--- config.mk ---
export PLATFORM = sky130hd
export DESIGN_NAME = timer16_compare_output_mode
export DESIGN_NICKNAME = d
export VERILOG_FILES = /design/src/hw/timer16_pkg.sv /design/src/hw/cmp_out_chan.sv /design/src/hw/timer16_compare_output_mode.sv
export VERILOG_INCLUDE_DIRS = /design/src /design/src/hw
export SDC_FILE = /design/constraint.sdc
export NUM_CORES = 1
export LEC_CHECK = 0
export BUFFER_PORTS_ARGS = -buffer_cell sky130_fd_sc_hd__buf_2
export CAP_MARGIN = 20
export CORE_UTILIZATION = 57
export DETAILED_ROUTE_END_ITERATION = 8
export PLACE_DENSITY = 0.83
export SLEW_MARGIN = 20
export SYNTH_ARGS = -nofsm -noshare
export SYNTH_HDL_FRONTEND = slang
export SYNTH_SLANG_ARGS = --single-unit
--- constraint.sdc ---
create_clock -name pclk -period 8 [get_ports pclk]
set_input_delay 0.8 -clock pclk [delete_from_list [all_inputs] [get_ports pclk]]
set_output_delay 0.8 -clock pclk [all_outputs]
set_load 0.03 [all_outputs]
--- src/hw/timer16_params.svh ---
// Register offsets, field positions, reset values and fixed TOP values
`ifndef TIMER16_PARAMS_SVH
`define TIMER16_PARAMS_SVH
`define ADDR_CTRL_A      8'h00
`define ADDR_CTRL_B      8'h04
`define ADDR_CMP_A       8'h08
`define ADDR_CMP_B       8'h0C
`define ADDR_CMP_C       8'h10
`define ADDR_TOP_CAPTURE 8'h14
`define ADDR_COUNT       8'h18
`define ADDR_PIN_CTRL    8'h1C
`define ADDR_STATUS      8'h20
`define CTRL_A_RESET     8'h00
`define CTRL_B_RESET     8'h00
`define CMP_RESET        16'h0000
`define PIN_CTRL_RESET   8'h00
`define ACT_A_MSB        7
`define ACT_B_MSB        5
`define ACT_C_MSB        3
`define WAVE_LOW_MSB     1
`define WAVE_HIGH_MSB    4
`define CLK_SEL_MSB      2
`define PIN_DIR_LSB      0
`define PIN_DATA_LSB     4
`define TOP_MAX          16'hFFFF
`define TOP_8BIT         16'h00FF
`define TOP_9BIT         16'h01FF
`define TOP_10BIT        16'h03FF
`endif

--- src/hw/timer16_pkg.sv ---
// Types shared by the compare output logic
package timer16_pkg;
  typedef enum logic [3:0] {
    cls_normal = 4'b0001,
    cls_ctc    = 4'b0010,
    cls_fast   = 4'b0100,
    cls_dual   = 4'b1000
  } mode_class_type;
  typedef logic [1:0] action_type;
endpackage

--- src/hw/cmp_out_chan.sv ---
// One compare output channel: output latch and its match/TOP actions
`timescale 1ns/10ps
module cmp_out_chan
  import timer16_pkg::*;
(
  input  wire logic           pclk,
  input  wire logic           presetn,
  input  wire action_type     action,
  input  wire mode_class_type cls,
  input  wire logic           toggle_ok,
  input  wire logic           match,
  input  wire logic           at_top,
  input  wire logic           cmp_is_top,
  input  wire logic           count_down,
  output logic                cmp_out,
  output logic                drive
);
  logic next_cmp_out;

  always_comb begin
    drive = (action != 2'b00) && ((action != 2'b01) || toggle_ok);
    next_cmp_out = cmp_out;
    unique case (cls)
      cls_normal, cls_ctc: begin
        if (match) begin
          unique case (action)
            2'b00: next_cmp_out = cmp_out;
            2'b01: next_cmp_out = ~cmp_out;
            2'b10: next_cmp_out = 1'b0;
            2'b11: next_cmp_out = 1'b1;
          endcase
        end
      end
      cls_fast: begin
        if (action == 2'b01 && toggle_ok && match) begin
          next_cmp_out = ~cmp_out;
        end
        if (action[1]) begin
          // Match at TOP is dropped so the pin does not glitch
          if (match && !cmp_is_top) begin
            next_cmp_out = action[0];
          end
          if (at_top) begin
            next_cmp_out = ~action[0];
          end
        end
      end
      cls_dual: begin
        if (action == 2'b01 && toggle_ok && match) begin
          next_cmp_out = ~cmp_out;
        end
        if (action[1] && match) begin
          next_cmp_out = count_down ? ~action[0] : action[0];
        end
      end
    endcase
  end

  always_ff @(posedge pclk or negedge presetn) begin
    if (!presetn) begin
      cmp_out <= 1'b0;
    end else begin
      cmp_out <= next_cmp_out;
    end
  end
endmodule

--- src/hw/timer16_compare_output_mode.sv ---
// Timer with three compare outputs, waveform modes and APB registers
//
// Summary of operation
// - Nonzero action field of a channel hands its pin to the compare output, except code 1 where that channel may not toggle.
// - Non-PWM: code 0 off, 1 toggle, 2 clear, 3 set on match.
// - Fast PWM code 1 toggles channel A only in modes 14/15.
// - Fast PWM code 2 clears on match, sets at TOP; code 3 reversed.
// - Fast PWM, compare equal TOP, upper bit set: only the TOP action.
// - Dual-slope code 1 toggles channel A only in modes 8 to 11.
// - Dual-slope code 2 clears on up match, sets on down match.
// - Control bits 1:0 plus two bits of control B form the mode.
// - Modes give normal, clear-on-match, fast, phase and phase-freq PWM.
// - Modes 8 and 9 are dual-slope with TOP from capture or compare A.
// - Dual-slope counts zero up to TOP, then back down to zero.
//
// The register addresses and register access over APB were chosen for this implementation.
`timescale 1ns/10ps
`include "timer16_params.svh"
module timer16_compare_output_mode
  import timer16_pkg::*;
(
  input  wire logic        pclk,
  input  wire logic        presetn,
  input  wire logic        psel,
  input  wire logic        penable,
  input  wire logic        pwrite,
  input  wire logic [7:0]  paddr,
  input  wire logic [31:0] pwdata,
  output logic      [31:0] prdata,
  output logic             pready,
  output logic             pslverr,
  output logic             cmp_out_a_pin,
  output logic             cmp_out_a_oe,
  output logic             cmp_out_b_pin,
  output logic             cmp_out_b_oe,
  output logic             cmp_out_c_pin,
  output logic             cmp_out_c_oe
);
  function automatic mode_class_type class_of(input logic [3:0] w);
    unique case (w)
      4'd0, 4'd13:                  class_of = cls_normal;
      4'd4, 4'd12:                  class_of = cls_ctc;
      4'd5, 4'd6, 4'd7, 4'd14, 4'd15: class_of = cls_fast;
      default:                      class_of = cls_dual;
    endcase
  endfunction

  function automatic logic [15:0] top_of(input logic [3:0] w,
                                         input logic [15:0] cap,
                                         input logic [15:0] cmpa);
    unique case (w)
      4'd1, 4'd5:                top_of = `TOP_8BIT;
      4'd2, 4'd6:                top_of = `TOP_9BIT;
      4'd3, 4'd7:                top_of = `TOP_10BIT;
      4'd8, 4'd10, 4'd12, 4'd14: top_of = cap;
      4'd4, 4'd9, 4'd11, 4'd15:  top_of = cmpa;
      default:                   top_of = `TOP_MAX;
    endcase
  endfunction

  logic [7:0]  timer16_ctrl_a;
  logic [7:0]  timer16_ctrl_b;
  logic [15:0] cmp_value_a;
  logic [15:0] cmp_value_b;
  logic [15:0] cmp_value_c;
  logic [15:0] top_capture;
  logic [15:0] count;
  logic        count_down;
  logic [7:0]  pin_ctrl;
  logic [7:0]  next_ctrl_a;
  logic [7:0]  next_ctrl_b;
  logic [15:0] next_cmp_a;
  logic [15:0] next_cmp_b;
  logic [15:0] next_cmp_c;
  logic [15:0] next_top_capture;
  logic [15:0] next_count;
  logic        next_count_down;
  logic [7:0]  next_pin_ctrl;
  logic [31:0] next_prdata;
  logic        next_pready;
  logic        next_pslverr;
  logic [2:0]  next_pin;
  logic [2:0]  next_oe;
  logic        wr_en;
  logic        addr_ok;

  logic [3:0]     waveform_sel;
  mode_class_type cls;
  logic [15:0]    top_val;
  logic           at_top;
  logic           timer_run;
  logic [15:0]    cmp_val [3];
  action_type     act [3];
  logic [2:0]     match;
  logic [2:0]     toggle_ok;
  logic [2:0]     cmp_out;
  logic [2:0]     drive;

  assign waveform_sel = {timer16_ctrl_b[`WAVE_HIGH_MSB -: 2],
                         timer16_ctrl_a[`WAVE_LOW_MSB -: 2]};
  assign cls       = class_of(waveform_sel);
  assign top_val   = top_of(waveform_sel, top_capture, cmp_value_a);
  assign at_top    = (count == top_val);
  assign timer_run = (timer16_ctrl_b[`CLK_SEL_MSB -: 3] != 3'b000);
  assign cmp_val[0] = cmp_value_a;
  assign cmp_val[1] = cmp_value_b;
  assign cmp_val[2] = cmp_value_c;
  assign act[0] = timer16_ctrl_a[`ACT_A_MSB -: 2];
  assign act[1] = timer16_ctrl_a[`ACT_B_MSB -: 2];
  assign act[2] = timer16_ctrl_a[`ACT_C_MSB -: 2];

  genvar gi;
  generate
    for (gi = 0; gi < 3; gi++) begin : g_chan
      assign match[gi] = (count == cmp_val[gi]);
      if (gi == 0) begin : g_a
        assign toggle_ok[gi] =
          (cls == cls_normal || cls == cls_ctc) ||
          (cls == cls_fast && waveform_sel[3:1] == 3'b111) ||
          (waveform_sel[3:2] == 2'b10);
      end else begin : g_bc
        assign toggle_ok[gi] = (cls == cls_normal || cls == cls_ctc);
      end
      cmp_out_chan u_chan (
        .pclk       (pclk),
        .presetn    (presetn),
        .action     (act[gi]),
        .cls        (cls),
        .toggle_ok  (toggle_ok[gi]),
        .match      (match[gi]),
        .at_top     (at_top),
        .cmp_is_top (cmp_val[gi] == top_val),
        .count_down (count_down),
        .cmp_out    (cmp_out[gi]),
        .drive      (drive[gi])
      );
    end
  endgenerate

  // Counter sequencing; a software write to the count wins over counting
  always_comb begin
    next_count      = count;
    next_count_down = count_down;
    if (timer_run) begin
      unique case (cls)
        cls_normal: next_count = count + 16'h0001;
        cls_ctc, cls_fast: next_count = at_top ? 16'h0000
                                               : count + 16'h0001;
        cls_dual: begin
          if (at_top) begin
            next_count_down = 1'b1;
            next_count      = count - 16'h0001;
          end else if (count_down && count == 16'h0000) begin
            next_count_down = 1'b0;
            next_count      = 16'h0001;
          end else begin
            next_count = count_down ? count - 16'h0001 : count + 16'h0001;
          end
        end
      endcase
      if (cls != cls_dual) begin
        next_count_down = 1'b0;
      end
    end
    if (wr_en && paddr == `ADDR_COUNT) begin
      next_count = pwdata[15:0];
    end
  end

  // Pin takes compare output when the action field claims it
  always_comb begin
    for (int i = 0; i < 3; i++) begin
      next_pin[i] = drive[i] ? cmp_out[i]
                             : pin_ctrl[`PIN_DATA_LSB + i];
      next_oe[i]  = pin_ctrl[`PIN_DIR_LSB + i];
    end
  end

  // APB slave: one wait-free access phase, pready raised from setup
  assign wr_en = psel && penable && pready && pwrite;
  always_comb begin
    addr_ok = (paddr[1:0] == 2'b00) && (paddr <= `ADDR_STATUS);
    next_prdata = 32'h0000_0000;
    unique case (paddr)
      `ADDR_CTRL_A:      next_prdata[7:0]  = timer16_ctrl_a;
      `ADDR_CTRL_B:      next_prdata[7:0]  = timer16_ctrl_b;
      `ADDR_CMP_A:       next_prdata[15:0] = cmp_value_a;
      `ADDR_CMP_B:       next_prdata[15:0] = cmp_value_b;
      `ADDR_CMP_C:       next_prdata[15:0] = cmp_value_c;
      `ADDR_TOP_CAPTURE: next_prdata[15:0] = top_capture;
      `ADDR_COUNT:       next_prdata[15:0] = count;
      `ADDR_PIN_CTRL:    next_prdata[7:0]  = pin_ctrl;
      `ADDR_STATUS:      next_prdata[8:0]  = {count_down, 1'b0, drive,
                                              1'b0, cmp_out};
      default:           next_prdata = 32'h0000_0000;
    endcase
    next_pready  = psel && !penable;
    next_pslverr = psel && !penable && !addr_ok;
    next_ctrl_a      = timer16_ctrl_a;
    next_ctrl_b      = timer16_ctrl_b;
    next_cmp_a       = cmp_value_a;
    next_cmp_b       = cmp_value_b;
    next_cmp_c       = cmp_value_c;
    next_top_capture = top_capture;
    next_pin_ctrl    = pin_ctrl;
    if (wr_en) begin
      unique case (paddr)
        `ADDR_CTRL_A:      next_ctrl_a      = pwdata[7:0];
        // Bit 5 is reserved and always reads zero
        `ADDR_CTRL_B:      next_ctrl_b      = pwdata[7:0] & 8'hDF;
        `ADDR_CMP_A:       next_cmp_a       = pwdata[15:0];
        `ADDR_CMP_B:       next_cmp_b       = pwdata[15:0];
        `ADDR_CMP_C:       next_cmp_c       = pwdata[15:0];
        `ADDR_TOP_CAPTURE: next_top_capture = pwdata[15:0];
        `ADDR_PIN_CTRL:    next_pin_ctrl    = pwdata[7:0] & 8'h77;
        default:           next_ctrl_a      = timer16_ctrl_a;
      endcase
    end
  end

  always_ff @(posedge pclk or negedge presetn) begin
    if (!presetn) begin
      timer16_ctrl_a <= `CTRL_A_RESET;
      timer16_ctrl_b <= `CTRL_B_RESET;
      cmp_value_a    <= `CMP_RESET;
      cmp_value_b    <= `CMP_RESET;
      cmp_value_c    <= `CMP_RESET;
      top_capture    <= `CMP_RESET;
      count          <= `CMP_RESET;
      count_down     <= 1'b0;
      pin_ctrl       <= `PIN_CTRL_RESET;
      prdata         <= 32'h0000_0000;
      pready         <= 1'b0;
      pslverr        <= 1'b0;
      {cmp_out_c_pin, cmp_out_b_pin, cmp_out_a_pin} <= 3'b000;
      {cmp_out_c_oe, cmp_out_b_oe, cmp_out_a_oe}    <= 3'b000;
    end else begin
      timer16_ctrl_a <= next_ctrl_a;
      timer16_ctrl_b <= next_ctrl_b;
      cmp_value_a    <= next_cmp_a;
      cmp_value_b    <= next_cmp_b;
      cmp_value_c    <= next_cmp_c;
      top_capture    <= next_top_capture;
      count          <= next_count;
      count_down     <= next_count_down;
      pin_ctrl       <= next_pin_ctrl;
      prdata         <= next_prdata;
      pready         <= next_pready;
      pslverr        <= next_pslverr;
      {cmp_out_c_pin, cmp_out_b_pin, cmp_out_a_pin} <= next_pin;
      {cmp_out_c_oe, cmp_out_b_oe, cmp_out_a_oe}    <= next_oe;
    end
  end
endmodule

==> results summary, run 1 <==
The number of hold buffers added after CTS was 0. The first routing iteration left 1510 violations. The CTS tree is built.

Measured along the x axis, the die boundary spans 130 um. The length of the first detailed-routing pass in iterations came out at 7. The number of nets with antenna violations after routing is 0. In this run the deepest clock path goes through 2 buffers.

The overall power of the completed layout came out at 1.81 mW. The routed layout has 9195 vias. In the post-route analysis, the smallest setup slack over all paths is 3.04 ns.

Summing all multi-input logic gate instances after layout gives 5570 um^2. The number of synthesized register bits came out at 129. The detailed placer's ending HPWL came out at 23.7 mm.

The residual overflow from global routing is 0. The number of violations of the max-capacitance limit came out at 0. Setup violations remaining at the end of the flow were counted as 0. The share of final-layout standard cells stronger than drive strength 1 came out at 20.5%. The first-pass GRT wire length came out at 50.8 mm. The via count of the first global-routing pass came to 8710. The final number of hold-violating endpoints is 0. Clock latency on the worst-skew pair, taken at its later pin, is 0.44 ns.

After synthesis, the largest family of logic cells by area is compound AO/OA/AOI/OAI gates. The register clock-pin slew on the reported worst setup and hold paths is 0.06 ns. The data required time of the worst path is 8.27 ns.

The post-synthesis async set-or-reset flop share is 100%. STA classifies the critical path endpoint as a flop. The quantity of gates resized following cts came out at 0. The layout net count came out at 1093. The xor and xnor fraction of the mapped netlist area is 7.77%.

The flow ran to the end, and the final reports show no timing, DRC or antenna violations. The port buffer count came out at 52. Global routing consumed, over all layers together, 41.2% of the routing resources.

The data arrival time of the worst path came out at 5.23 ns. The number of antenna repair diodes is 0. The routed wire length came out at 33.7 mm. The pre-CTS worst setup slack is 3.33 ns.

Entering global routing, the biggest net connects 78 pins. STA classifies the critical path startpoint as a flop. CTS placed an instance of sky130_fd_sc_hd__clkbuf_16 at the clock tree root.

The synthesis warning total is 0. The sequential cells in the finished layout cover a total of 3230 um^2. The starting density of the core came out at 58.7%.

The top-level port count came out at 85. At the pin with the least slew margin, the transition time is 1.15 ns. The die extent in y came out at 130 um. The total standard cell area after synthesis came out at 9350 um^2. The CTS buffer count came out at 17. In the routed layout, each cell is associated on average with a via count of 7.21.

For this run, the leading register cell type out of synthesis is sky130_fd_sc_hd__dfrtp_1. For this design the ratio of total power to cell area is 177 nW/um^2. The post-CTS repair timing setup buffer count came out at 0. The final setup skew is 0.00954 ns. The synthesized netlist devotes 17.7% of its cell area to simple gates.

The routability congestion estimate is 1.02. The synthesized-area fraction occupied by ao, oa, aoi and oai cells is 21.6%. In this run the tightest slew margin relative to its limit is 23.1%. The synthesized area divided by synthesized cell count is 8.94 um^2. After floorplanning, the core was sized to cover 15900 um^2.

The achievable clock frequency came out at 202 MHz. Counting distinct cell types in the post-synthesis netlist gives 76. Summing the sequential cell areas from Yosys gives 34.5% of the chip area. The area of the die is 16900 um^2. The min-delay analysis places its worst path in the category primary input to async pin. The number of max-slew violations in the final report came out at 0.

The setup TNS is 0 ns. The share of the core filled with cells in the final layout is 63.9%. The leakage dissipation came out at 4.37 nW. The number of levels the H-tree was split into came out at 4. The maximum fanout along the worst path came out at 18. The DRC violation count after routing came out at 0. The minimum period implied by the final worst setup slack came out at 4.96 ns. CTS saw 129 sinks. The number of antenna violations at the first check in global routing is 0. The average wire per cell in the routed design is 26.4 um. The arithmetic-cell share of the synthesized area counting full adders, half adders and majority gates came out at 0.268%.

The maximum VDD drop is 0.160 mV. The post-synthesis mux area share is 11.3%. The number of synthesized flops with an enable pin is 0. The final critical path takes up 62.0% of the cycle. Setup repair after global routing left no endpoint under its margin. The row count is 46. The area added between synthesis and finish is 8.87%. The final-layout fill cell count is 1360.

The kind of critical path is flop to flop. Synthesis handed over a netlist of 1046 instances.
## where the power goes
| part | internal, mW | switching, mW | total [mW] | leakage [nW] |
|---|---|---|---|---|
| Clock | 0.475 | 0.342 | 0.817 | 0.297 |
| Combinational | 0.0964 | 0.149 | 0.246 | 2.35 |
| Sequential | 0.670 | 0.0731 | 0.743 | 1.73 |
| Total | 1.24 | 0.564 | 1.81 | 4.37 |
## worst paths after layout
kind	slack, ns	cells after the start	from	endpoint
max	3.04	9	timer16_ctrl_b[3]$_DFFE_PN0P_	count[0]$_DFFE_PN0P_
min	0.30	1	presetn	cmp_value_b[9]$_DFFE_PN0P_
max reg2reg	3.04	9	timer16_ctrl_b[3]$_DFFE_PN0P_	count[0]$_DFFE_PN0P_
min reg2reg	0.41	0	pin_ctrl[0]$_DFFE_PN0P_	cmp_out_a_oe$_DFF_PN0_
max in group asynchronous	6.29	2	presetn	cmp_value_c[3]$_DFFE_PN0P_
min in group pclk	0.41	0	pin_ctrl[0]$_DFFE_PN0P_	cmp_out_a_oe$_DFF_PN0_
## stage by stage
stage,std cells,cell area (um^2),hold WS [ns]
2_1_floorplan,1061,9410,0.371
3_3_place_gp,1243,9570,0.396
3_5_place_dp,1243,9570,0.397
4_1_cts,1275,10200,0.322
5_1_grt,1275,10200,0.354
6_report,1275,10200,0.303
## cell usage after synthesis, types with 19 or more instances
cell / instances / area share (%)
sky130_fd_sc_hd__a21oi_1: 40 / 2.1
sky130_fd_sc_hd__a22o_1: 19 / 1.8
sky130_fd_sc_hd__clkbuf_1: 55 / 2.2
sky130_fd_sc_hd__dfrtp_1: 129 / 35
sky130_fd_sc_hd__inv_1: 36 / 1.4
sky130_fd_sc_hd__mux2_2: 91 / 11
sky130_fd_sc_hd__nand2_1: 77 / 3.1
sky130_fd_sc_hd__nand3_1: 33 / 1.8
sky130_fd_sc_hd__nand4_1: 24 / 1.6
sky130_fd_sc_hd__nor2_1: 57 / 2.3
sky130_fd_sc_hd__nor3_1: 28 / 1.5
sky130_fd_sc_hd__o21ai_0: 59 / 3.2
sky130_fd_sc_hd__o22ai_1: 19 / 1.3
sky130_fd_sc_hd__xnor2_1: 67 / 6.3
## cell families (layout without fill, tap and decap cells)
family,after synthesis,count (layout)
buffers and inverters,137,135
other,1,16
adder cells (fa/ha/maj),2,2
AND/OR/NAND/NOR,318,318
flip-flops,129,129
multiplexers,94,94
XOR/XNOR,83,83
AO/OA/AOI/OAI,282,282
## registers in the layout, indices dropped and copies added, names as in the netlist
register               cells
cmp_out_a_oe               1
cmp_out_b_oe               1
top_capture               16
g_chan.u_chan.cmp_out      3
pslverr                    1
cmp_value_c               16
cmp_out_c_pin              1
cmp_out_c_oe               1
count                     16
cmp_value_b               16
cmp_value_a               16
pin_ctrl                   6
cmp_out_a_pin              1
timer16_ctrl_b             7
prdata                    16
cmp_out_b_pin              1
count_down                 1
timer16_ctrl_a             8
pready                     1
## layout make-up
type / instances / area share (%)
Clock buffer: 17 / 4.18
Clock inverter: 15 / 1.83
Inverter: 38 / 1.40
Multi-Input combinational cell: 795 / 54.7
Sequential cell: 129 / 31.7
Tap cell: 216 / 2.65
Timing Repair Buffer: 65 / 3.58
## layout by cell type (no fill, tap or decap), types with 19 or more instances in the layout
cell type                 Yosys  final
sky130_fd_sc_hd__nand2_1     77     77
sky130_fd_sc_hd__nor2_1      57     57
sky130_fd_sc_hd__dfrtp_1    129    129
sky130_fd_sc_hd__a21oi_1     40     40
sky130_fd_sc_hd__mux2_2      91     91
sky130_fd_sc_hd__o22ai_1     19     19
sky130_fd_sc_hd__o21ai_0     59     59
sky130_fd_sc_hd__nand4_1     24     24
sky130_fd_sc_hd__inv_1       36     36
sky130_fd_sc_hd__nand3_1     33     33
sky130_fd_sc_hd__xnor2_1     67     67
sky130_fd_sc_hd__a22o_1      19     19
sky130_fd_sc_hd__buf_2       11     51
sky130_fd_sc_hd__nor3_1      28     25
## critical path, stage by stage (launching register included)
cell                       delay (ns)
sky130_fd_sc_hd__dfrtp_1         0.85
sky130_fd_sc_hd__nand2b_1        0.72
sky130_fd_sc_hd__nor2_4          0.50
sky130_fd_sc_hd__a22o_1          0.29
sky130_fd_sc_hd__o221ai_1        0.13
sky130_fd_sc_hd__or4_1           0.79
sky130_fd_sc_hd__nor3_1          0.99
sky130_fd_sc_hd__o311ai_0        0.22
sky130_fd_sc_hd__o21ai_0         0.17
sky130_fd_sc_hd__a21oi_1         0.12
## routing by layer
layer	wire length, um	global-route usage (%)	vias up
li1	-	-	3873
met1	13100	56.8	4466
met2	14600	61.3	707
met3	4260	9.96	149
met4	1680	18.9	0
met5	0	0	-
(Power assumes the default switching activity.)
==> run 2: changes to the inputs <==
==> constraint.sdc (replaced) <==
create_clock -name pclk -period 4.8 [get_ports pclk]
set_input_delay 0.48 -clock pclk [delete_from_list [all_inputs] [get_ports pclk]]
set_output_delay 0.48 -clock pclk [all_outputs]
set_load 0.03 [all_outputs]
==> run 2 against run 1 <==
Compared with the run above: the run now ends with design-rule violations left; sequential cell count unchanged; critical path depth grew 2; register-to-register slack worse by 2.4 ns; critical endpoint is now g_chan[2].u_chan.cmp_out$_DFFE_PN0P_; power grew 64%; critical path type unchanged; combinational power is 66% higher; die area is the same.
==> results summary, run 2 (synthesis gave the netlist of run 1 again) <==
The clock passes through at most 2 buffers. Clock latency on the worst-skew pair, taken at its later pin, is 0.44 ns. TritonCTS built the clock tree.

STA classifies the critical path startpoint as a flop. The kind of critical path is flop to flop. The number of levels the H-tree was split into is 4. The area added between synthesis and finish is 9.38%.

The internal power summed over all cells is 2.02 mW. The routed wire length is 34.1 mm. Combinational cells account for 13.9% of the total power. For this run, the slowest stage of the critical path takes 0.93 ns. The residual overflow from global routing came out at 0. The post-CTS repair timing setup buffer count came out at 0. The starting DRC count in detailed routing came out at 1333. The final number of hold-violating endpoints came out at 0. The proportion of total power due to net switching came out at 31.5%. The worst reg2reg path endpoint is g_chan[2].u_chan.cmp_out$_DFFE_PN0P_. Summed over all cells, the static leakage comes to 4.42 nW.

The switching power is 0.931 mW. The post-cts hold buffer count came out at 0. The top cell types in the final layout, fill and taps aside, are sky130_fd_sc_hd__dfrtp_1, sky130_fd_sc_hd__mux2_2, sky130_fd_sc_hd__nand2_1, sky130_fd_sc_hd__xnor2_1, sky130_fd_sc_hd__o21ai_0. The via count of the first global-routing pass is 8482. The portion of total power attributed to the clock network is 43.9%.

The count of nets left with antenna violations once routing finished came out at 0. Max-cap violations in this run came to 0. The setup TNS is 0 ns. The starting density of the core is 58.7%. STA classifies the critical path endpoint as a flop. In this run the worst path has a maximum fanout of 26.

The row count is 46. The core region is 15900 um^2. The number of antenna repair diodes came out at 0. The final reports fail on design-rule violations. The layout net count is 1103. Across the VDD grid, the largest voltage drop is 0.251 mV. The overall power of the completed layout came out at 2.95 mW. The number of max-slew violations in the final report came to 0.

The kind of path behind the tightest hold check is primary input to async pin. The slew of the pin with the lowest slew margin came out at 1.10 ns. In the finished design, the share of the clock period the worst path needs comes to 87.1%. The total routing usage reported by global routing came out at 41.7%. The number of antenna violations at the first check in global routing is 0.

The data required time of the worst path came out at 5.11 ns. After detailed routing, the average wire length per cell comes to 26.5 um. The port buffer count is 52.

The die extent in y is 130 um. The wire-length estimate of the detail-placed layout is 24.0 mm. The relative contribution of sequential cells to total power is 42.2%. The flow ran to the end, but the final reports show violations. The number of cells on the worst reg-to-reg path came out at 11. The maximum number of pins on one net before global-route repair is 91. The tree is rooted in a sky130_fd_sc_hd__clkbuf_16. The DRC violation count after routing came out at 4. Routability-driven placement finished with a final weighted congestion of 1.03. The length of the first detailed-routing pass in iterations came out at 9. Clock tree synthesis found a total of 129 sinks. The CTS buffer count came out at 17.

The count of final setup violators is 0. The internal reg-to-reg setup slack came out at 0.62 ns. The signal on the critical path passes through buf_4 > nand2b_1 > o22a_1 > o22ai_1 > o221ai_1 > or4_1 > nor3_1 > buf_4 > nor3_1 > nor3_1 > o22ai_1. The largest individual stage delay along the critical path comes from the cell sky130_fd_sc_hd__dfrtp_1. Leaving out fill and tap cells, the most frequent cell in the layout is sky130_fd_sc_hd__dfrtp_1. The die is 130 um wide. In this run the count of I/O pins placed on the die edge is 85. Setup repair after global routing left no endpoint under its margin. The area of the die came out at 16900 um^2. Clock-pin slew was measured on the worst setup and hold paths at 0.06 ns. The first-pass GRT wire length is 51.0 mm. The final setup skew is 0.00855 ns.

The share of final-layout standard cells stronger than drive strength 1 came out at 21.2%. The worst register-to-register path begins at timer16_ctrl_a[0]$_DFFE_PN0P_. The max-slew headroom at the worst pin is 26.2%. The total power per unit cell area is 289 nW/um^2. The achievable clock frequency is 239 MHz. In this run, post-CTS repair resized a total of 0 instances.

The via density per instance is 7.11. The data arrival time of the worst path came out at 4.49 ns. The via total after detailed routing came out at 9133. For the finished layout, the period the worst path requires is 4.18 ns. The cell that appears most often on the critical path is sky130_fd_sc_hd__nor3_1.
run 2: power groups by stage:
stage	registers (mW)	clock network [mW]	logic [mW]
after global routing	1.25	1.34	0.449
after global placement	1.26	0	0.389
after floorplan	1.17	0	0.346
after CTS	1.24	1.30	0.400
after detailed placement	1.26	0	0.397
final	1.25	1.30	0.409
run 2: worst max-delay path by stage:
stage,from,endpoint,cells past startpoint
global placement,timer16_ctrl_a[0]$_DFFE_PN0P_,g_chan[2].u_chan.cmp_out$_DFFE_PN0P_,11
CTS,timer16_ctrl_a[0]$_DFFE_PN0P_,g_chan[1].u_chan.cmp_out$_DFFE_PN0P_,11
detailed placement,timer16_ctrl_a[0]$_DFFE_PN0P_,g_chan[2].u_chan.cmp_out$_DFFE_PN0P_,11
finish,timer16_ctrl_a[0]$_DFFE_PN0P_,g_chan[2].u_chan.cmp_out$_DFFE_PN0P_,11
global route,timer16_ctrl_a[0]$_DFFE_PN0P_,g_chan[1].u_chan.cmp_out$_DFFE_PN0P_,11
floorplan,timer16_ctrl_a[0]$_DFFE_PN0P_,count[8]$_DFFE_PN0P_,13
run 2: cell type report:
class | instances | area [um^2]
Sequential cell | 129 | 3230
Timing Repair Buffer | 75 | 439
Inverter | 38 | 143
Tap cell | 216 | 270
Clock inverter | 14 | 144
Clock buffer | 18 | 439
Fill cell | 1362 | 5710
Multi-Input combinational cell | 795 | 5570
run 2: metal layers:
layer	track usage (%)	up-vias	part of all wire (%)
met3	10.4	131	13
met2	61.5	645	43
met1	58.3	4463	40
met5	0	-	0
li1	-	3894	-
met4	17.6	0	4.6
run 2: metrics by stage:
step                      area, um^2  util, %  setup slack [ns]  instances  hold WS, ns
after detailed placement        9640     60.5             0.789       1253        0.393
final                          10200     64.2             0.620       1285        0.126
after CTS                      10200     64.1             0.796       1285        0.158
after floorplan                 9410        -              1.64       1061        0.184
after global placement          9640     60.5             0.890       1253        0.393
after global routing           10200     64.2             0.477       1285        0.200
run 2: critical path, delay by kind of cell (launching register included):
family | cells | cell delay [ns]
simple gates | 5 | 1.73
compound gates | 4 | 0.76
flops | 1 | 0.93
buf+inv | 2 | 0.64
